===== src/rtl/nsxtd_pkg.sv =====
// Functional notes
// RULE1: Nibble swap exchanges halves, flags untouched.
// RULE2: Swap destination bit picks working or file.
// RULE3: Literal XOR with working sets zero flag.
// RULE4: Literal XOR always writes working register.
// RULE5: Direction load copies working into selector 5..7.
// RULE6: Software should prefer direct direction register writes.
// RULE7: File XOR sets zero, destination bit, one cycle.
`default_nettype none
package nsxtd_pkg;
   localparam int                 INSTR_W       = 14;
   localparam int                 DATA_W        = 8;
   localparam int                 ADDR_W        = 7;
   localparam int                 DIR_COUNT     = 3;
   localparam logic [DATA_W-1:0]  WORK_RESET    = 8'h00;
   localparam logic [DATA_W-1:0]  DIR_RESET     = 8'hff;
   localparam logic               ZERO_RESET    = 1'b0;
   // Opcode patterns on instruction bits 13:8.
   localparam logic [5:0]         OP_SWAP       = 6'h0e;
   localparam logic [5:0]         OP_XOR_FILE   = 6'h06;
   localparam logic [3:0]         OP_XOR_LIT    = 4'he;
   localparam logic [1:0]         OP_XOR_LIT_HI = 2'h3;
   localparam logic [3:0]         OP_XOR_LIT_LO = 4'ha;
   // Direction load: bits 13:3 are 000_0000_1100 pattern, bits 2:0 select.
   localparam logic [10:0]        OP_DIR_LOAD   = 11'h00c;
   localparam logic [2:0]         DIR_SEL_MIN   = 3'h5;
   localparam logic [2:0]         DIR_SEL_MAX   = 3'h7;
   localparam int                 DEST_BIT      = 7;
   typedef enum logic [2:0]
   {
      NSXTD_NONE     = 3'b000,
      NSXTD_SWAP     = 3'b001,
      NSXTD_XOR_FILE = 3'b011,
      NSXTD_XOR_LIT  = 3'b010,
      NSXTD_DIR_LOAD = 3'b110
   } nsxtd_op_e;
endpackage
`default_nettype wire


===== src/rtl/nsxtd_dir_regs.sv =====
`timescale 1ns/100ps
`default_nettype none
module nsxtd_dir_regs
(
   input  wire logic                              i_clock,
   input  wire logic                              i_rst,
   input  wire logic                              i_we,
   input  wire logic [1:0]                        i_sel,
   input  wire logic [nsxtd_pkg::DATA_W-1:0]      i_data,
   output logic      [nsxtd_pkg::DATA_W-1:0]      o_dir [nsxtd_pkg::DIR_COUNT]
);
   import nsxtd_pkg::*;

   logic [DATA_W-1:0] dir      [DIR_COUNT];
   logic [DATA_W-1:0] next_dir [DIR_COUNT];

   // Each direction register loads when its selector is written.
   genvar g;
   generate
      for (g = 0; g < DIR_COUNT; g++)
      begin : g_dir
         always_comb
         begin
            next_dir[g] = dir[g];
            if (i_we && (i_sel == 2'(g)))
            begin
               next_dir[g] = i_data;
            end
         end
         always_ff @(posedge i_clock or posedge i_rst)
         begin
            if (i_rst)
            begin
               dir[g] <= DIR_RESET;
            end
            else
            begin
               dir[g] <= next_dir[g];
            end
         end
         assign o_dir[g] = dir[g];
      end
   endgenerate
endmodule
`default_nettype wire


===== src/rtl/nsxtd_core.sv =====
`timescale 1ns/100ps
`default_nettype none
module nsxtd_core
(
   input  wire logic                              i_clock,
   input  wire logic                              i_rst,
   input  wire logic                              i_valid,
   input  wire logic [nsxtd_pkg::INSTR_W-1:0]     i_instr,
   input  wire logic [nsxtd_pkg::DATA_W-1:0]      i_file_rdata,
   output logic      [nsxtd_pkg::ADDR_W-1:0]      o_file_addr,
   output logic                                   o_file_we,
   output logic      [nsxtd_pkg::DATA_W-1:0]      o_file_wdata,
   output logic      [nsxtd_pkg::DATA_W-1:0]      o_work,
   output logic                                   o_zero,
   output logic                                   o_illegal,
   output logic      [nsxtd_pkg::DATA_W-1:0]      o_dir [nsxtd_pkg::DIR_COUNT]
);
   import nsxtd_pkg::*;

   ////////////////////////////////////////////////////////////////////////////
   // Decode.

   // Classifies an instruction word into one of the handled operations.
   function automatic nsxtd_op_e decode(input logic [INSTR_W-1:0] w);
      logic [2:0] sel;
      sel = w[2:0];
      decode = NSXTD_NONE;
      if (w[13:8] == OP_SWAP)
      begin
         decode = NSXTD_SWAP;
      end
      else if (w[13:8] == OP_XOR_FILE)
      begin
         decode = NSXTD_XOR_FILE;
      end
      else if ((w[13:12] == OP_XOR_LIT_HI) && (w[11:8] == OP_XOR_LIT_LO))
      begin
         decode = NSXTD_XOR_LIT;
      end
      else if ((w[13:3] == OP_DIR_LOAD) && (sel >= DIR_SEL_MIN) && (sel <= DIR_SEL_MAX))
      begin
         decode = NSXTD_DIR_LOAD;
      end
   endfunction

   // Zero test shared by both exclusive-OR results.
   function automatic logic is_zero(input logic [DATA_W-1:0] v);
      is_zero = (v == '0);
   endfunction

   nsxtd_op_e         op;
   logic              dest_file;
   logic [DATA_W-1:0] swapped;
   logic [DATA_W-1:0] xor_file;
   logic [DATA_W-1:0] xor_lit;

   // Operation results formed from the current word.
   always_comb
   begin
      op        = i_valid ? decode(i_instr) : NSXTD_NONE;
      dest_file = i_instr[DEST_BIT];
      swapped   = {i_file_rdata[3:0], i_file_rdata[7:4]}; // RULE1
      xor_file  = o_work ^ i_file_rdata;                   // RULE7
      xor_lit   = o_work ^ i_instr[DATA_W-1:0];            // RULE3
   end

   assign o_file_addr = i_instr[ADDR_W-1:0];

   ////////////////////////////////////////////////////////////////////////////
   // Working register and zero flag.

   logic [DATA_W-1:0] work;
   logic [DATA_W-1:0] next_work;
   logic              zero;
   logic              next_zero;

   // Next working register and zero flag per decoded operation; each one
   // completes in the cycle that takes it.
   always_comb
   begin
      next_work = work;
      next_zero = zero;
      case (op)
         NSXTD_SWAP:
         begin
            if (!dest_file)
            begin
               next_work = swapped;                        // RULE1 RULE2
            end
         end
         NSXTD_XOR_FILE:
         begin
            next_zero = is_zero(xor_file);                 // RULE7
            if (!dest_file)
            begin
               next_work = xor_file;                       // RULE7
            end
         end
         NSXTD_XOR_LIT:
         begin
            next_work = xor_lit;                           // RULE4
            next_zero = is_zero(xor_lit);                  // RULE3
         end
         default:
         begin
            next_zero = zero;                              // RULE5
         end
      endcase
   end

   // Registers the working register and the zero flag.
   always_ff @(posedge i_clock or posedge i_rst)
   begin
      if (i_rst)
      begin
         work <= WORK_RESET;
         zero <= ZERO_RESET;
      end
      else
      begin
         work <= next_work;
         zero <= next_zero;
      end
   end

   assign o_work = work;
   assign o_zero = zero;

   ////////////////////////////////////////////////////////////////////////////
   // File register write port.

   logic              file_we;
   logic              next_file_we;
   logic [DATA_W-1:0] file_wdata;
   logic [DATA_W-1:0] next_file_wdata;

   // The strobe lasts one cycle when a file operation has its destination bit
   // set; the data hold until the next write-back so a slow sink can still see them.
   always_comb
   begin
      next_file_we    = 1'b0;
      next_file_wdata = file_wdata;
      if (dest_file && (op == NSXTD_SWAP))
      begin
         next_file_we    = 1'b1;                           // RULE2
         next_file_wdata = swapped;                        // RULE1
      end
      else if (dest_file && (op == NSXTD_XOR_FILE))
      begin
         next_file_we    = 1'b1;                           // RULE7
         next_file_wdata = xor_file;                       // RULE7
      end
   end

   // Registers the write port.
   always_ff @(posedge i_clock or posedge i_rst)
   begin
      if (i_rst)
      begin
         file_we    <= 1'b0;
         file_wdata <= '0;
      end
      else
      begin
         file_we    <= next_file_we;
         file_wdata <= next_file_wdata;
      end
   end

   assign o_file_we    = file_we;
   assign o_file_wdata = file_wdata;

   ////////////////////////////////////////////////////////////////////////////
   // Refused words.

   logic illegal;
   logic next_illegal;

   // A valid word that decodes to none of the four operations changes no
   // state and raises the refusal pulse for one cycle.
   always_comb
   begin
      next_illegal = 1'b0;
      if (i_valid && (op == NSXTD_NONE))
      begin
         next_illegal = 1'b1;                              // RULE5
      end
   end

   // Registers the refusal pulse.
   always_ff @(posedge i_clock or posedge i_rst)
   begin
      if (i_rst)
      begin
         illegal <= 1'b0;
      end
      else
      begin
         illegal <= next_illegal;
      end
   end

   assign o_illegal = illegal;

   ////////////////////////////////////////////////////////////////////////////
   // Direction registers, selector 5..7 maps to index 0..2.

   logic [1:0] dir_sel;

   // Offset selector into the register bank; flags are not touched here.
   always_comb
   begin
      dir_sel = 2'(i_instr[2:0] - DIR_SEL_MIN);                // RULE5
   end

   nsxtd_dir_regs i_nsxtd_dir_regs
   (
      .i_clock (i_clock),
      .i_rst   (i_rst),
      .i_we    (op == NSXTD_DIR_LOAD),                      // RULE5
      .i_sel   (dir_sel),
      .i_data  (work),
      .o_dir   (o_dir)
   );
endmodule
`default_nettype wire


===== config.mk =====
export PLATFORM = sky130hd
export DESIGN_NAME = nsxtd_core
export DESIGN_NICKNAME = d
export VERILOG_FILES = /design/src/rtl/nsxtd_pkg.sv /design/src/rtl/nsxtd_dir_regs.sv /design/src/rtl/nsxtd_core.sv
export SDC_FILE = /design/constraint.sdc
export NUM_CORES = 1
export LEC_CHECK = 0
export BUFFER_PORTS_ARGS = -buffer_cell sky130_fd_sc_hd__buf_2
export CAP_MARGIN = 20
export CORE_ASPECT_RATIO = 0.75
export CORE_MARGIN = 2
export CORE_UTILIZATION = 50
export CTS_CLUSTER_SIZE = 25
export DETAILED_ROUTE_END_ITERATION = 7
export PLACE_DENSITY = 0.82
export REMOVE_ABC_BUFFERS = 1
export SETUP_SLACK_MARGIN = 0.15
export SLEW_MARGIN = 25
export SYNTH_ARGS = -nofsm -noshare
export SYNTH_HDL_FRONTEND = slang
export SYNTH_HIERARCHICAL = 1
export SYNTH_SLANG_ARGS = --single-unit

===== constraint.sdc =====
create_clock -name i_clock -period 2.45 [get_ports i_clock]
set_input_delay 0.245 -clock i_clock [delete_from_list [all_inputs] [get_ports i_clock]]
set_output_delay 0.245 -clock i_clock [all_outputs]
set_load 0.1 [all_outputs]

* Word-level counts from Yosys, hierarchy flattened *
Cells that the tools add are included.

word-level totals
  bits in registers = 43
  input port bits = 25
  output and inout bits = 50
  logic and storage cells = 57

operators by class
  add/subtract/negate cells = 1
  magnitude comparators = 2
  eq/ne operators = 13
  multiplexer cells = 14
  bitwise logic cells = 2
  reduce and logical (&&, ||, !) cells = 17

operators by type and width
  operator                                                          count
  8-bit two-way mux                                                 4
  8-bit one-hot mux with 3 select lines                             1
  8-bit logical NOT                                                 2
  8-bit XOR                                                         2
  3-bit two-way mux                                                 5
  11-bit by 4-bit == test with 1-bit output, second input constant  1
  1-bit logical AND                                                 9
  3-bit by 2-bit == test with 1-bit output, second input constant   2
  6-bit by 3-bit == test with 1-bit output, second input constant   1
  6-bit by 4-bit == test with 1-bit output, second input constant   1
  2-bit == test, second input constant                              2
  4-bit == test, second input constant                              1
  2-bit inequality test, second input constant                      2
  2-bit nonzero test                                                2
  3-bit by 1-bit == test with 1-bit output, second input constant   1
  3-bit == test, second input constant                              1
  3-bit greater-or-equal comparator, second input constant          1
  3-bit <= comparator, second input constant                        1
  3-bit logical NOT                                                 1
  1-bit two-way mux                                                 3
  3-bit AND reduction                                               1
  3-bit nonzero test                                                1
  2-bit by 1-bit == test with 1-bit output, second input constant   1
  2-bit logical NOT                                                 1
  2 further kinds                                                   2

* Logic depth before layout (Yosys ltp) *
Gate-level depths: netlist (run 1).

  word-level depth = 12
  gate-level depth with buffers = 7
  mapped depth without buffers = 6

* Hierarchy *
The synthesis (run 1) kept the hierarchy.

by module, submodules not included
  module          instances  cells an instance  area each (um2)  sequential area each (um2)
  nsxtd_core      1          175                1416.4           475.5
  nsxtd_dir_regs  1          52                 945.9            630.6

* Least setup slack after synthesis (run 1) *
OpenSTA, ideal clock, no wires.

  path type = input to register
  start = in i_instr[11] in the netlist's numbering
  end = reg i_nsxtd_dir_regs.dir, in the netlist i_nsxtd_dir_regs/o_dir[23]
  library setup time = 0.084 ns
  data arrival time = 2.220 ns
  data required time = 2.366 ns
  setup slack = 0.146 ns
  stages on the path = 5
  buffers on the path = 1
  path through = clkbuf_1 > or4_1 > nor4_1 > nor3b_4 > mux2_2

on the way
  word-level cells in the longest chain between the ends = 10
  elaborated cells on any way between the ends = 14
  classes of those cells = 5 x eq/ne; 5 x mux; 4 x reduce/logical

ends and longest elaborated chain
  item                                       line                  RTL
  from (decl)                                nsxtd_core.sv:8       input wire logic [nsxtd_pkg::INSTR_W-1:0] i_instr,
  11-bit by 4-bit == test with 1-bit output  nsxtd_core.sv:40      else if ((w[13:3] == OP_DIR_LOAD) && (sel >= DIR_SEL_MIN) && (sel <= DIR_SEL_MAX))
  1-bit logical AND (2 in series)            nsxtd_core.sv:40
  3-bit two-way mux                          nsxtd_core.sv:40
  3-bit two-way mux                          nsxtd_core.sv:36      else if ((w[13:12] == OP_XOR_LIT_HI) && (w[11:8] == OP_XOR_LIT_LO))
  3-bit two-way mux                          nsxtd_core.sv:32      else if (w[13:8] == OP_XOR_FILE)
  3-bit two-way mux *                        nsxtd_core.sv:28      if (w[13:8] == OP_SWAP)
  3-bit two-way mux *                        nsxtd_core.sv:60      op = i_valid ? decode(i_instr) : NSXTD_NONE;
  3-bit == test *                            nsxtd_core.sv:220     .i_we (op == NSXTD_DIR_LOAD),
  1-bit logical AND *                        nsxtd_dir_regs.sv:25  if (i_we && (i_sel == 2'(g)))
  to (signal, indexed assignment)            nsxtd_dir_regs.sv:38  dir[g] <= next_dir[g];
  to (decl)                                  nsxtd_dir_regs.sv:14  logic [DATA_W-1:0] dir [DIR_COUNT];

Every way passes the cells marked *; elsewhere a longest branch is shown, timed or not.
A chain may end at the register's enable or synchronous reset.

* Final worst setup path (run 1) *
  start = in i_instr[8] in the netlist's numbering
  end = reg i_nsxtd_dir_regs.dir, in the netlist i_nsxtd_dir_regs/o_dir[17]

Same word-level chain as after synthesis.

==> results.yml, run 1 <==
status:
  outcome: "completed"
placement:
  dp_hpwl_microns: 4540
  io_buffers: 74
  finalWeightedCongestion: 0.914
pwr:
  leakage_uw: 0.00136
  power_density_nw_per_um2: 737
  ir_worst_vdd_mv: 0.585
timing:
  relSlewSlack: 0.358
  rsz0062_at_grt: "false"
  fmax_ghz: 0.502
  fin_crit_sh: 0.813
  fin_worst_skew_ps: 4.73
  setup_tns_ps: 0
  worstMarginPinSlew_ps: 956
  setup_violations: 0
  drv_slew: 0
  hold_viol_final: 0
  period_needed_ps: 1990
grt:
  grt_pass1_wl_microns: 9670
  grt_pass1_vias: 1901
  grt_max_degree: 25
  gr-total-overflow: 0
  antenna_found_initial: 0
  grtUsageTotal: 0.237
clock_tree:
  cts_hold_buf: 0
  cts_tree: "yes"
  cts_sinks: 43
  clockBufferDepth: 2
  htree_levels: 2
  cts_resized: 0
  clock_latency_ps: 300
  cts_setup_buffers: 0
  cts-root-buf: "clkbuf_8"
  clk_pin_slew_ps: 80
  cts_buffers: 5
synthesis:
  synth_edf_count: 0
  synth_mux_area_frac: 0.119
  async_flop_share: 1.00
  avgSynthCellArea_sq_um: 10.4
  synth_cell_type_count: 42
  synth.top_cell.area_share: 0.267
  netlist_area_sq_um: 2360
  synth_simple_gate_area_share: 0.160
  yosysTopAreaCell: "dfstp_2"
  ys.flop_type: "dfstp_2"
  synth_xor_area_frac: 0.0593
  synth_top_family_by_area: "simple AND/OR/NAND/NOR gates"
  synth_compound_area_frac: 0.138
  synth_common_cells: "dfstp_2, mux2_2, dfrtp_1, a21oi_1, o21ai_0"
  synth_cells: 227
  synth_fa_ha_area_frac: 0.0106
  synth_warnings: 6
  ys_seq_area_frac: 0.468
  synth_seq_cells: 43
  yosys-top-cells-area: "dfstp_2, dfrtp_1, mux2_2, a21oi_1, o21ai_0"
floorplan:
  coreArea_sq_um: 4490
  fp.dieArea_sq_um: 5300
  chipHeight_microns: 63.5
  boundaryPins: 75
  initial_core_util: 0.526
  row_count: 21
  fp.dieW_microns: 83.4
final_layout:
  synthToLayoutAreaGrowth_pct: 20.6
  nNetsFinal: 323
  drive_gt1_frac: 0.471
  final_util: 0.634
  antenna_cells: 0
worst_setup_path:
  endpoint_kind: "flop"
  cp_max_fo: 8
  path_delay_family: "simple AND/OR/NAND/NOR gates"
  crit_slowest_cell: "or4_1"
  critPathKind: "in2reg"
  crit_chain: "buf_2, or4_1, nor4_1, nor3b_4, mux2_2"
  crit_arrival_ps: 2220
  r2r_slack_ps: 810
  critPathMaxStageDelay_ps: 580
  cp-start-kind: "input port"
  required_ps: 2680
  path_buf_inv: 1
route:
  vias: 2099
  firstDrtPassIters: 4
  ant_nets: 0
  first_iter_violations: 159
  drc_errors: 0
  wl_per_cell_microns: 17.3
  vias_per_cell: 5.93
  wirelength_microns: 6110
min_path:
  min-delay-path-class: "in2async"
job:
  drv_cap: 0
## logic make-up (layout without fill, tap and decap cells)
kind of cell | Yosys count | count (layout)
flops | 43 | 43
simple gates | 62 | 62
fa+ha+maj | 2 | 2
xor+xnor | 16 | 16
buf+inv | 21 | 91
mux | 25 | 25
compound gates | 58 | 58
## worst reg2reg max path, stage by stage (launching register included)
cell and delay (ps):
dfrtp_1 490, xnor2_1 240, or3b_2 490, o32ai_1 120, a21oi_1 60, o21ai_0 160
## per-layer routing
metal,wire [microns],up-vias,track usage
li1,-,956,-
met1,2590,1014,0.331
met2,2750,118,0.349
met3,663,11,0.0550
met4,106,0,0.115
met5,0,-,0
## stage by stage
stage / instance area [sq um] / hold WS (ps) / power (uW) / std cells / setup slack [ps]
2_1_floorplan: 2280 / 196 / 1370 / 212 / 308
3_3_place_gp: 2740 / 427 / 1580 / 346 / 256
3_5_place_dp: 2740 / 435 / 1590 / 346 / 176
4_1_cts: 2850 / 102 / 2110 / 354 / 487
5_1_grt: 2850 / 145 / 2190 / 354 / 366
6_report: 2850 / 70.5 / 2100 / 354 / 459
## final timing paths
check | start | endpoint | cells past startpoint
min in group i_clock | i_file_rdata[3] | o_work[7] | 3
max reg2reg | o_work[1] | o_work[1] | 5
min | i_rst | o_work[6] | 2
max in group asynchronous | i_rst | i_nsxtd_dir_regs/o_dir[9] | 2
min reg2reg | o_file_wdata[3] | o_file_wdata[3] | 2
max | i_instr[8] | i_nsxtd_dir_regs/o_dir[17] | 5
## report_power, final
part / internal [uW] / switching [uW] / total [uW]
sequential: 760 / 94.3 / 854
clock: 262 / 251 / 513
combinational: 151 / 581 / 732
total: 1170 / 926 / 2100
## cell usage in the layout, fill, tap and decap left out, types with 2 or more instances in the layout
cell type / netlist / final
dfstp_2: 24 / 24
dfrtp_1: 19 / 19
o22ai_1: 10 / 10
buf_2: 2 / 74
nor3_1: 3 / 3
o21ai_1: 7 / 7
mux2_2: 24 / 24
or3_1: 3 / 3
inv_1: 6 / 6
ha_1: 2 / 2
nand3b_1: 9 / 9
clkbuf_8: 0 / 5
xor2_1: 9 / 9
nor2_1: 14 / 14
xnor2_1: 7 / 7
buf_4: 7 / 3
o21ai_0: 17 / 17
nor4b_1: 2 / 2
nand2b_1: 2 / 2
nand3b_2: 2 / 2
nand2_1: 12 / 12
a21oi_1: 17 / 17
nor4_1: 4 / 4
## layout make-up
class	count	area (sq um)
Sequential cell	43	1110
Fill cell	365	1640
Clock buffer	6	93.8
Tap cell	57	71.3
Multi-Input combinational cell	163	1150
Timing Repair Buffer	77	393
Clock inverter	2	13.8
Inverter	6	22.5
## sequential cells by signal, summed over array words and instances, names as in the netlist
name                    flops
i_nsxtd_dir_regs/o_dir     24
o_file_wdata                8
o_file_we                   1
o_illegal                   1
o_work                      8
o_zero                      1
Power figures use the tool's default switching activity.
==> inputs of run 2 (changes only) <==
--- a/config.mk
+++ b/config.mk
@@ -9,10 +9,10 @@
 export CAP_MARGIN = 20
 export CORE_ASPECT_RATIO = 0.75
 export CORE_MARGIN = 2
-export CORE_UTILIZATION = 50
+export CORE_UTILIZATION = 46
 export CTS_CLUSTER_SIZE = 25
 export DETAILED_ROUTE_END_ITERATION = 7
-export PLACE_DENSITY = 0.82
+export PLACE_DENSITY = 0.79
 export REMOVE_ABC_BUFFERS = 1
 export SETUP_SLACK_MARGIN = 0.15
 export SLEW_MARGIN = 25
==> constraint.sdc (replaced) <==
create_clock -name i_clock -period 1.63 [get_ports i_clock]
set_input_delay 0.163 -clock i_clock [delete_from_list [all_inputs] [get_ports i_clock]]
set_output_delay 0.163 -clock i_clock [all_outputs]
set_load 0.1 [all_outputs]
==> results.yml, run 2 (synthesis results as in run 1) <==
route:
  wirelength_microns: 7050
  first_iter_violations: 128
  firstDrtPassIters: 4
  top_layer: "met4"
  met2_length_microns: 3320
  met3_length_microns: 510
  ant_nets: 0
  vias: 2278
  wl_per_cell_microns: 17.7
  drc_errors: 0
  vias_per_cell: 5.72
  drt-met1-wl_microns: 3080
floorplan:
  fp.dieArea_sq_um: 5730
  coreArea_sq_um: 4930
  fp.dieW_microns: 86.7
  chipHeight_microns: 66.1
  boundaryPins: 75
  row_count: 22
  initial_core_util: 0.479
timing:
  hold_viol_final: 0
  drv_slew: 0
  rsz0062_at_grt: "true"
  worstMarginPinSlew_ps: 591
  fmax_ghz: 0.582
  layout_setup_ws_ps: -86.8
  fin_crit_sh: 1.05
  fin_worst_skew_ps: 1.12
  period_needed_ps: 1720
  relSlewSlack: 0.606
  setup_tns_ps: -662
  setup_violations: 8
grt:
  grt_pass1_wl_microns: 10700
  grt_pass1_vias: 2199
  gr-total-overflow: 0
  grt_max_degree: 25
  grtUsageTotal: 0.247
  antenna_found_initial: 0
final_layout:
  final_util: 0.727
  largest_reg_flops: 24
  drive_gt1_frac: 0.645
  antenna_cells: 0
  synthToLayoutAreaGrowth_pct: 51.5
  mostFrequentLayoutCell: "buf_2"
  nNetsFinal: 364
  final_cell_mix: "buf_2, buf_4, dfstp_2"
min_path:
  hold-path-cell-count: 3
  worstHoldStart: "i_file_rdata[1]"
  min-delay-path-class: "in2reg"
  hold_end: "o_work[5]"
worst_setup_path:
  cp-start-kind: "input port"
  endpoint_kind: "flop"
  critPathKind: "in2reg"
  required_ps: 1850
  r2r-start: "o_work[1]"
  crit_arrival_ps: 1940
  cp_max_fo: 8
  reg2reg_depth: 5
  r2r_slack_ps: 190
  rr_endpoint: "o_work[1]"
pwr:
  power_density_nw_per_um2: 977
  leakage_uw: 0.00170
  ir_worst_vdd_mv: 0.836
clock_tree:
  cts_sinks: 43
  cts_buffers: 5
  clockBufferDepth: 2
  clock_latency_ps: 290
  htree_levels: 2
  clk_pin_slew_ps: 80
  cts-root-buf: "clkbuf_8"
  cts_tree: "yes"
status:
  outcome: "finished, violations left"
  violations: "setup timing"
placement:
  dp_hpwl_microns: 4840
  io_buffers: 74
  finalWeightedCongestion: 0.986
job:
  drv_cap: 0
-- run 2: changes by cell type in the layout (fill, tap and decap cells not counted), moves of 5 or more --
cell	change
buf_2	-8
buf_4	+34
buf_6	+9
mux2_2	-10
mux2_4	+10
o21ai_0	-7
o21ai_2	+5
xnor2_1	-6
xnor2_2	+6
-- run 2: final cells by class --
cell class | instances | area (sq um)
Multi-Input combinational cell | 163 | 1480
Fill cell | 353 | 1350
Sequential cell | 43 | 1110
Timing Repair Buffer | 118 | 769
Clock buffer | 8 | 123
Tap cell | 60 | 75.1
Inverter | 6 | 22.5
-- run 2: repair_timing --
item,4_1_cts,5_1_grt
setup endpoints to repair,33,38
setup buffers,1,2
pin swaps,6,14
gates cloned,0,1
resized for setup,37,48
hold buffers,1,0
endpoints found under the hold margin,19,0
-- run 2: through the flow --
stage               hold slack, ps  setup WS [ps]  power [uW]  std cells  area (sq um)
finish                         228          -86.8        3500        398          3580
global route                   242           -124        3630        398          3580
CTS                            218          -59.2        3400        395          3350
detailed placement             212           -424        2490        385          3030
global placement               216           -433        2480        385          3030
floorplan                      114           -442        2070        212          2280
-- run 2: worst max-delay path, cell delays in order --
cell     delay, ps
buf_6           90
or4_4          550
nor4_4         280
buf_4          140
nor3b_4        230
buf_12         170
mux2_4         300
-- run 2: power by group --
| part | switching, uW | total [uW] | internal (uW) |
|---|---|---|---|
| logic | 1030 | 1410 | 388 |
| registers | 98.9 | 1240 | 1150 |
| clock network | 352 | 841 | 489 |
-- run 2: metal layers --
layer	up-vias	GRT usage
met5	-	0
met4	0	0.0742
met3	18	0.0637
met2	101	0.403
met1	1121	0.325
li1	1038	-
-- run 2: worst max-delay path by stage --
stage                     start                         end  slack [ps]  depth (start not counted)
floorplan             o_work[1]                   o_work[1]        -440                          5
global placement     i_instr[8]  i_nsxtd_dir_regs/o_dir[17]        -430                          7
detailed placement   i_instr[8]  i_nsxtd_dir_regs/o_dir[19]        -420                          7
CTS                 i_instr[13]  i_nsxtd_dir_regs/o_dir[19]         -60                          7
global route        i_instr[13]  i_nsxtd_dir_regs/o_dir[21]        -120                          7
finish              i_instr[13]  i_nsxtd_dir_regs/o_dir[18]         -90                          7
==> inputs of run 3 (changes only) <==
--- a/config.mk
+++ b/config.mk
@@ -8,7 +8,6 @@
 export BUFFER_PORTS_ARGS = -buffer_cell sky130_fd_sc_hd__buf_2
 export CAP_MARGIN = 20
 export CORE_ASPECT_RATIO = 0.75
-export CORE_MARGIN = 2
 export CORE_UTILIZATION = 46
 export CTS_CLUSTER_SIZE = 25
 export DETAILED_ROUTE_END_ITERATION = 7
==> results.yml, run 3 (synthesis results as in run 1) <==
timing:
  layout_setup_ws_ps: -89.6
  fin_worst_skew_ps: 12.8
  rsz0062_at_grt: "true"
  fin_crit_sh: 1.05
  relSlewSlack: 0.670
  hold_viol_final: 0
  holdWs_ps: 211
  setup_tns_ps: -1560
  setup_violations: 24
  drv_slew: 0
  period_needed_ps: 1720
  fmax_ghz: 0.582
  worstMarginPinSlew_ps: 498
pwr:
  power.share.clock: 0.218
  share_comb_of_total_power: 0.434
  leakage_uw: 0.00181
  power_frac_seq: 0.348
  power_density_nw_per_um2: 953
  ir_worst_vdd_mv: 0.659
  p_sw_uw: 1590
  swShare: 0.444
  power.internal_uw: 1990
route:
  firstDrtPassIters: 8
  wl_per_cell_microns: 21.5
  vias: 2520
  wirelength_microns: 8830
  vias_per_cell: 6.15
  drc_errors: 5
  ant_nets: 0
  first_iter_violations: 248
worst_setup_path:
  cp-start-kind: "input port"
  crit_chain: "buf_2, nor4b_4, o2111ai_2, nor4_4, nor3b_4, buf_12, mux2_4"
  critPathKind: "in2reg"
  rr_endpoint: "o_zero"
  required_ps: 1860
  cp_max_fo: 8
  critPathMaxStageDelay_ps: 350
  r2r-start: "o_work[2]"
  reg2reg_depth: 5
  crit_arrival_ps: 1950
  crit_slowest_cell: "nor4_4"
  r2r_slack_ps: 90
  path_delay_family: "simple AND/OR/NAND/NOR gates"
  endpoint_kind: "flop"
  path_buf_inv: 2
grt:
  grtUsageTotal: 0.273
  grt_pass1_wl_microns: 11300
  grt_max_degree: 25
  gr-total-overflow: 0
  antenna_found_initial: 0
  grt_pass1_vias: 2189
floorplan:
  fp.dieW_microns: 84.7
  fp.dieArea_sq_um: 5430
  chipHeight_microns: 64.1
  coreArea_sq_um: 4930
  row_count: 22
  boundaryPins: 75
  initial_core_util: 0.479
clock_tree:
  cts_buffers: 5
  clock_latency_ps: 300
  clockBufferDepth: 2
  htree_levels: 2
  cts_sinks: 43
  cts-root-buf: "clkbuf_8"
  clk_pin_slew_ps: 80
  cts_tree: "yes"
min_path:
  hold-path-cell-count: 3
  worstHoldStart: "i_file_rdata[3]"
  min-delay-path-class: "in2reg"
  hold_end: "o_work[7]"
final_layout:
  drive_gt1_frac: 0.669
  nNetsFinal: 376
  antenna_cells: 0
  n_fill_cell: 313
  mostFrequentLayoutCell: "buf_2"
  largest_reg_flops: 24
  final_cell_mix: "buf_2, buf_4, dfstp_2"
  synthToLayoutAreaGrowth_pct: 59.0
job:
  drv_cap: 0
status:
  outcome: "finished, violations left"
  violations: "DRC, setup timing"
placement:
  dp_hpwl_microns: 5120
  io_buffers: 74
  finalWeightedCongestion: 0.949
run 3: how the worst max path moves through the flow:
stage           startpoint                         end  cells after the start
2_1_floorplan    o_work[1]                   o_work[1]                      5
3_3_place_gp    i_instr[8]  i_nsxtd_dir_regs/o_dir[22]                      6
3_5_place_dp    i_instr[8]  i_nsxtd_dir_regs/o_dir[17]                      6
4_1_cts        i_instr[13]  i_nsxtd_dir_regs/o_dir[17]                      6
5_1_grt        i_instr[10]  i_nsxtd_dir_regs/o_dir[23]                      7
6_report       i_instr[10]  i_nsxtd_dir_regs/o_dir[18]                      7
run 3: cell type report:
| type | count | area (sq um) | area share |
|---|---|---|---|
| repair buffers | 130 | 893 | 0.238 |
| clock inverters | 2 | 13.8 | 0.00367 |
| clock buffers | 6 | 93.8 | 0.0250 |
| inverters | 6 | 22.5 | 0.00600 |
| well taps | 60 | 75.1 | 0.0200 |
| flip-flops and latches | 43 | 1110 | 0.296 |
| multi-input cells | 163 | 1550 | 0.412 |
run 3: worst min-delay path: stages:
cell and delay (ps):
buf_2 110, a211oi_1 70, o21ai_1 120
run 3: stage by stage:
step	cells	power, uW	util	cell area [sq um]	setup WS (ps)
6_report	410	3580	0.762	3750	-89.6
5_1_grt	410	3700	0.762	3750	-109
4_1_cts	402	3340	0.692	3410	-20.1
3_5_place_dp	393	2520	0.629	3100	-451
3_3_place_gp	393	2500	0.629	3100	-367
2_1_floorplan	212	2070	-	2280	-442
run 3: power by group through the flow:
stage | registers, uW | logic (uW) | clock network, uW
2_1_floorplan | 1800 | 262 | 0
3_3_place_gp | 1250 | 1260 | 0
3_5_place_dp | 1250 | 1270 | 0
4_1_cts | 1240 | 1320 | 779
5_1_grt | 1250 | 1610 | 842
6_report | 1240 | 1550 | 780
run 3: repair_timing:
| action | in CTS | in global routing |
|---|---|---|
| endpoints found under the hold margin | 19 | 0 |
| gates resized for setup | 43 | 63 |
| cloned | 0 | 1 |
| pin swaps | 2 | 22 |
| hold buffers | 1 | 0 |
| setup endpoints to repair | 33 | 39 |
| buffers inserted | 0 | 7 |
run 3: per-layer routing:
metal,vias up,routed length (microns),GRT usage
li1,1061,-,-
met1,1253,3430,0.376
met2,166,4150,0.441
met3,40,882,0.0736
met4,0,365,0.0424
met5,-,0,0
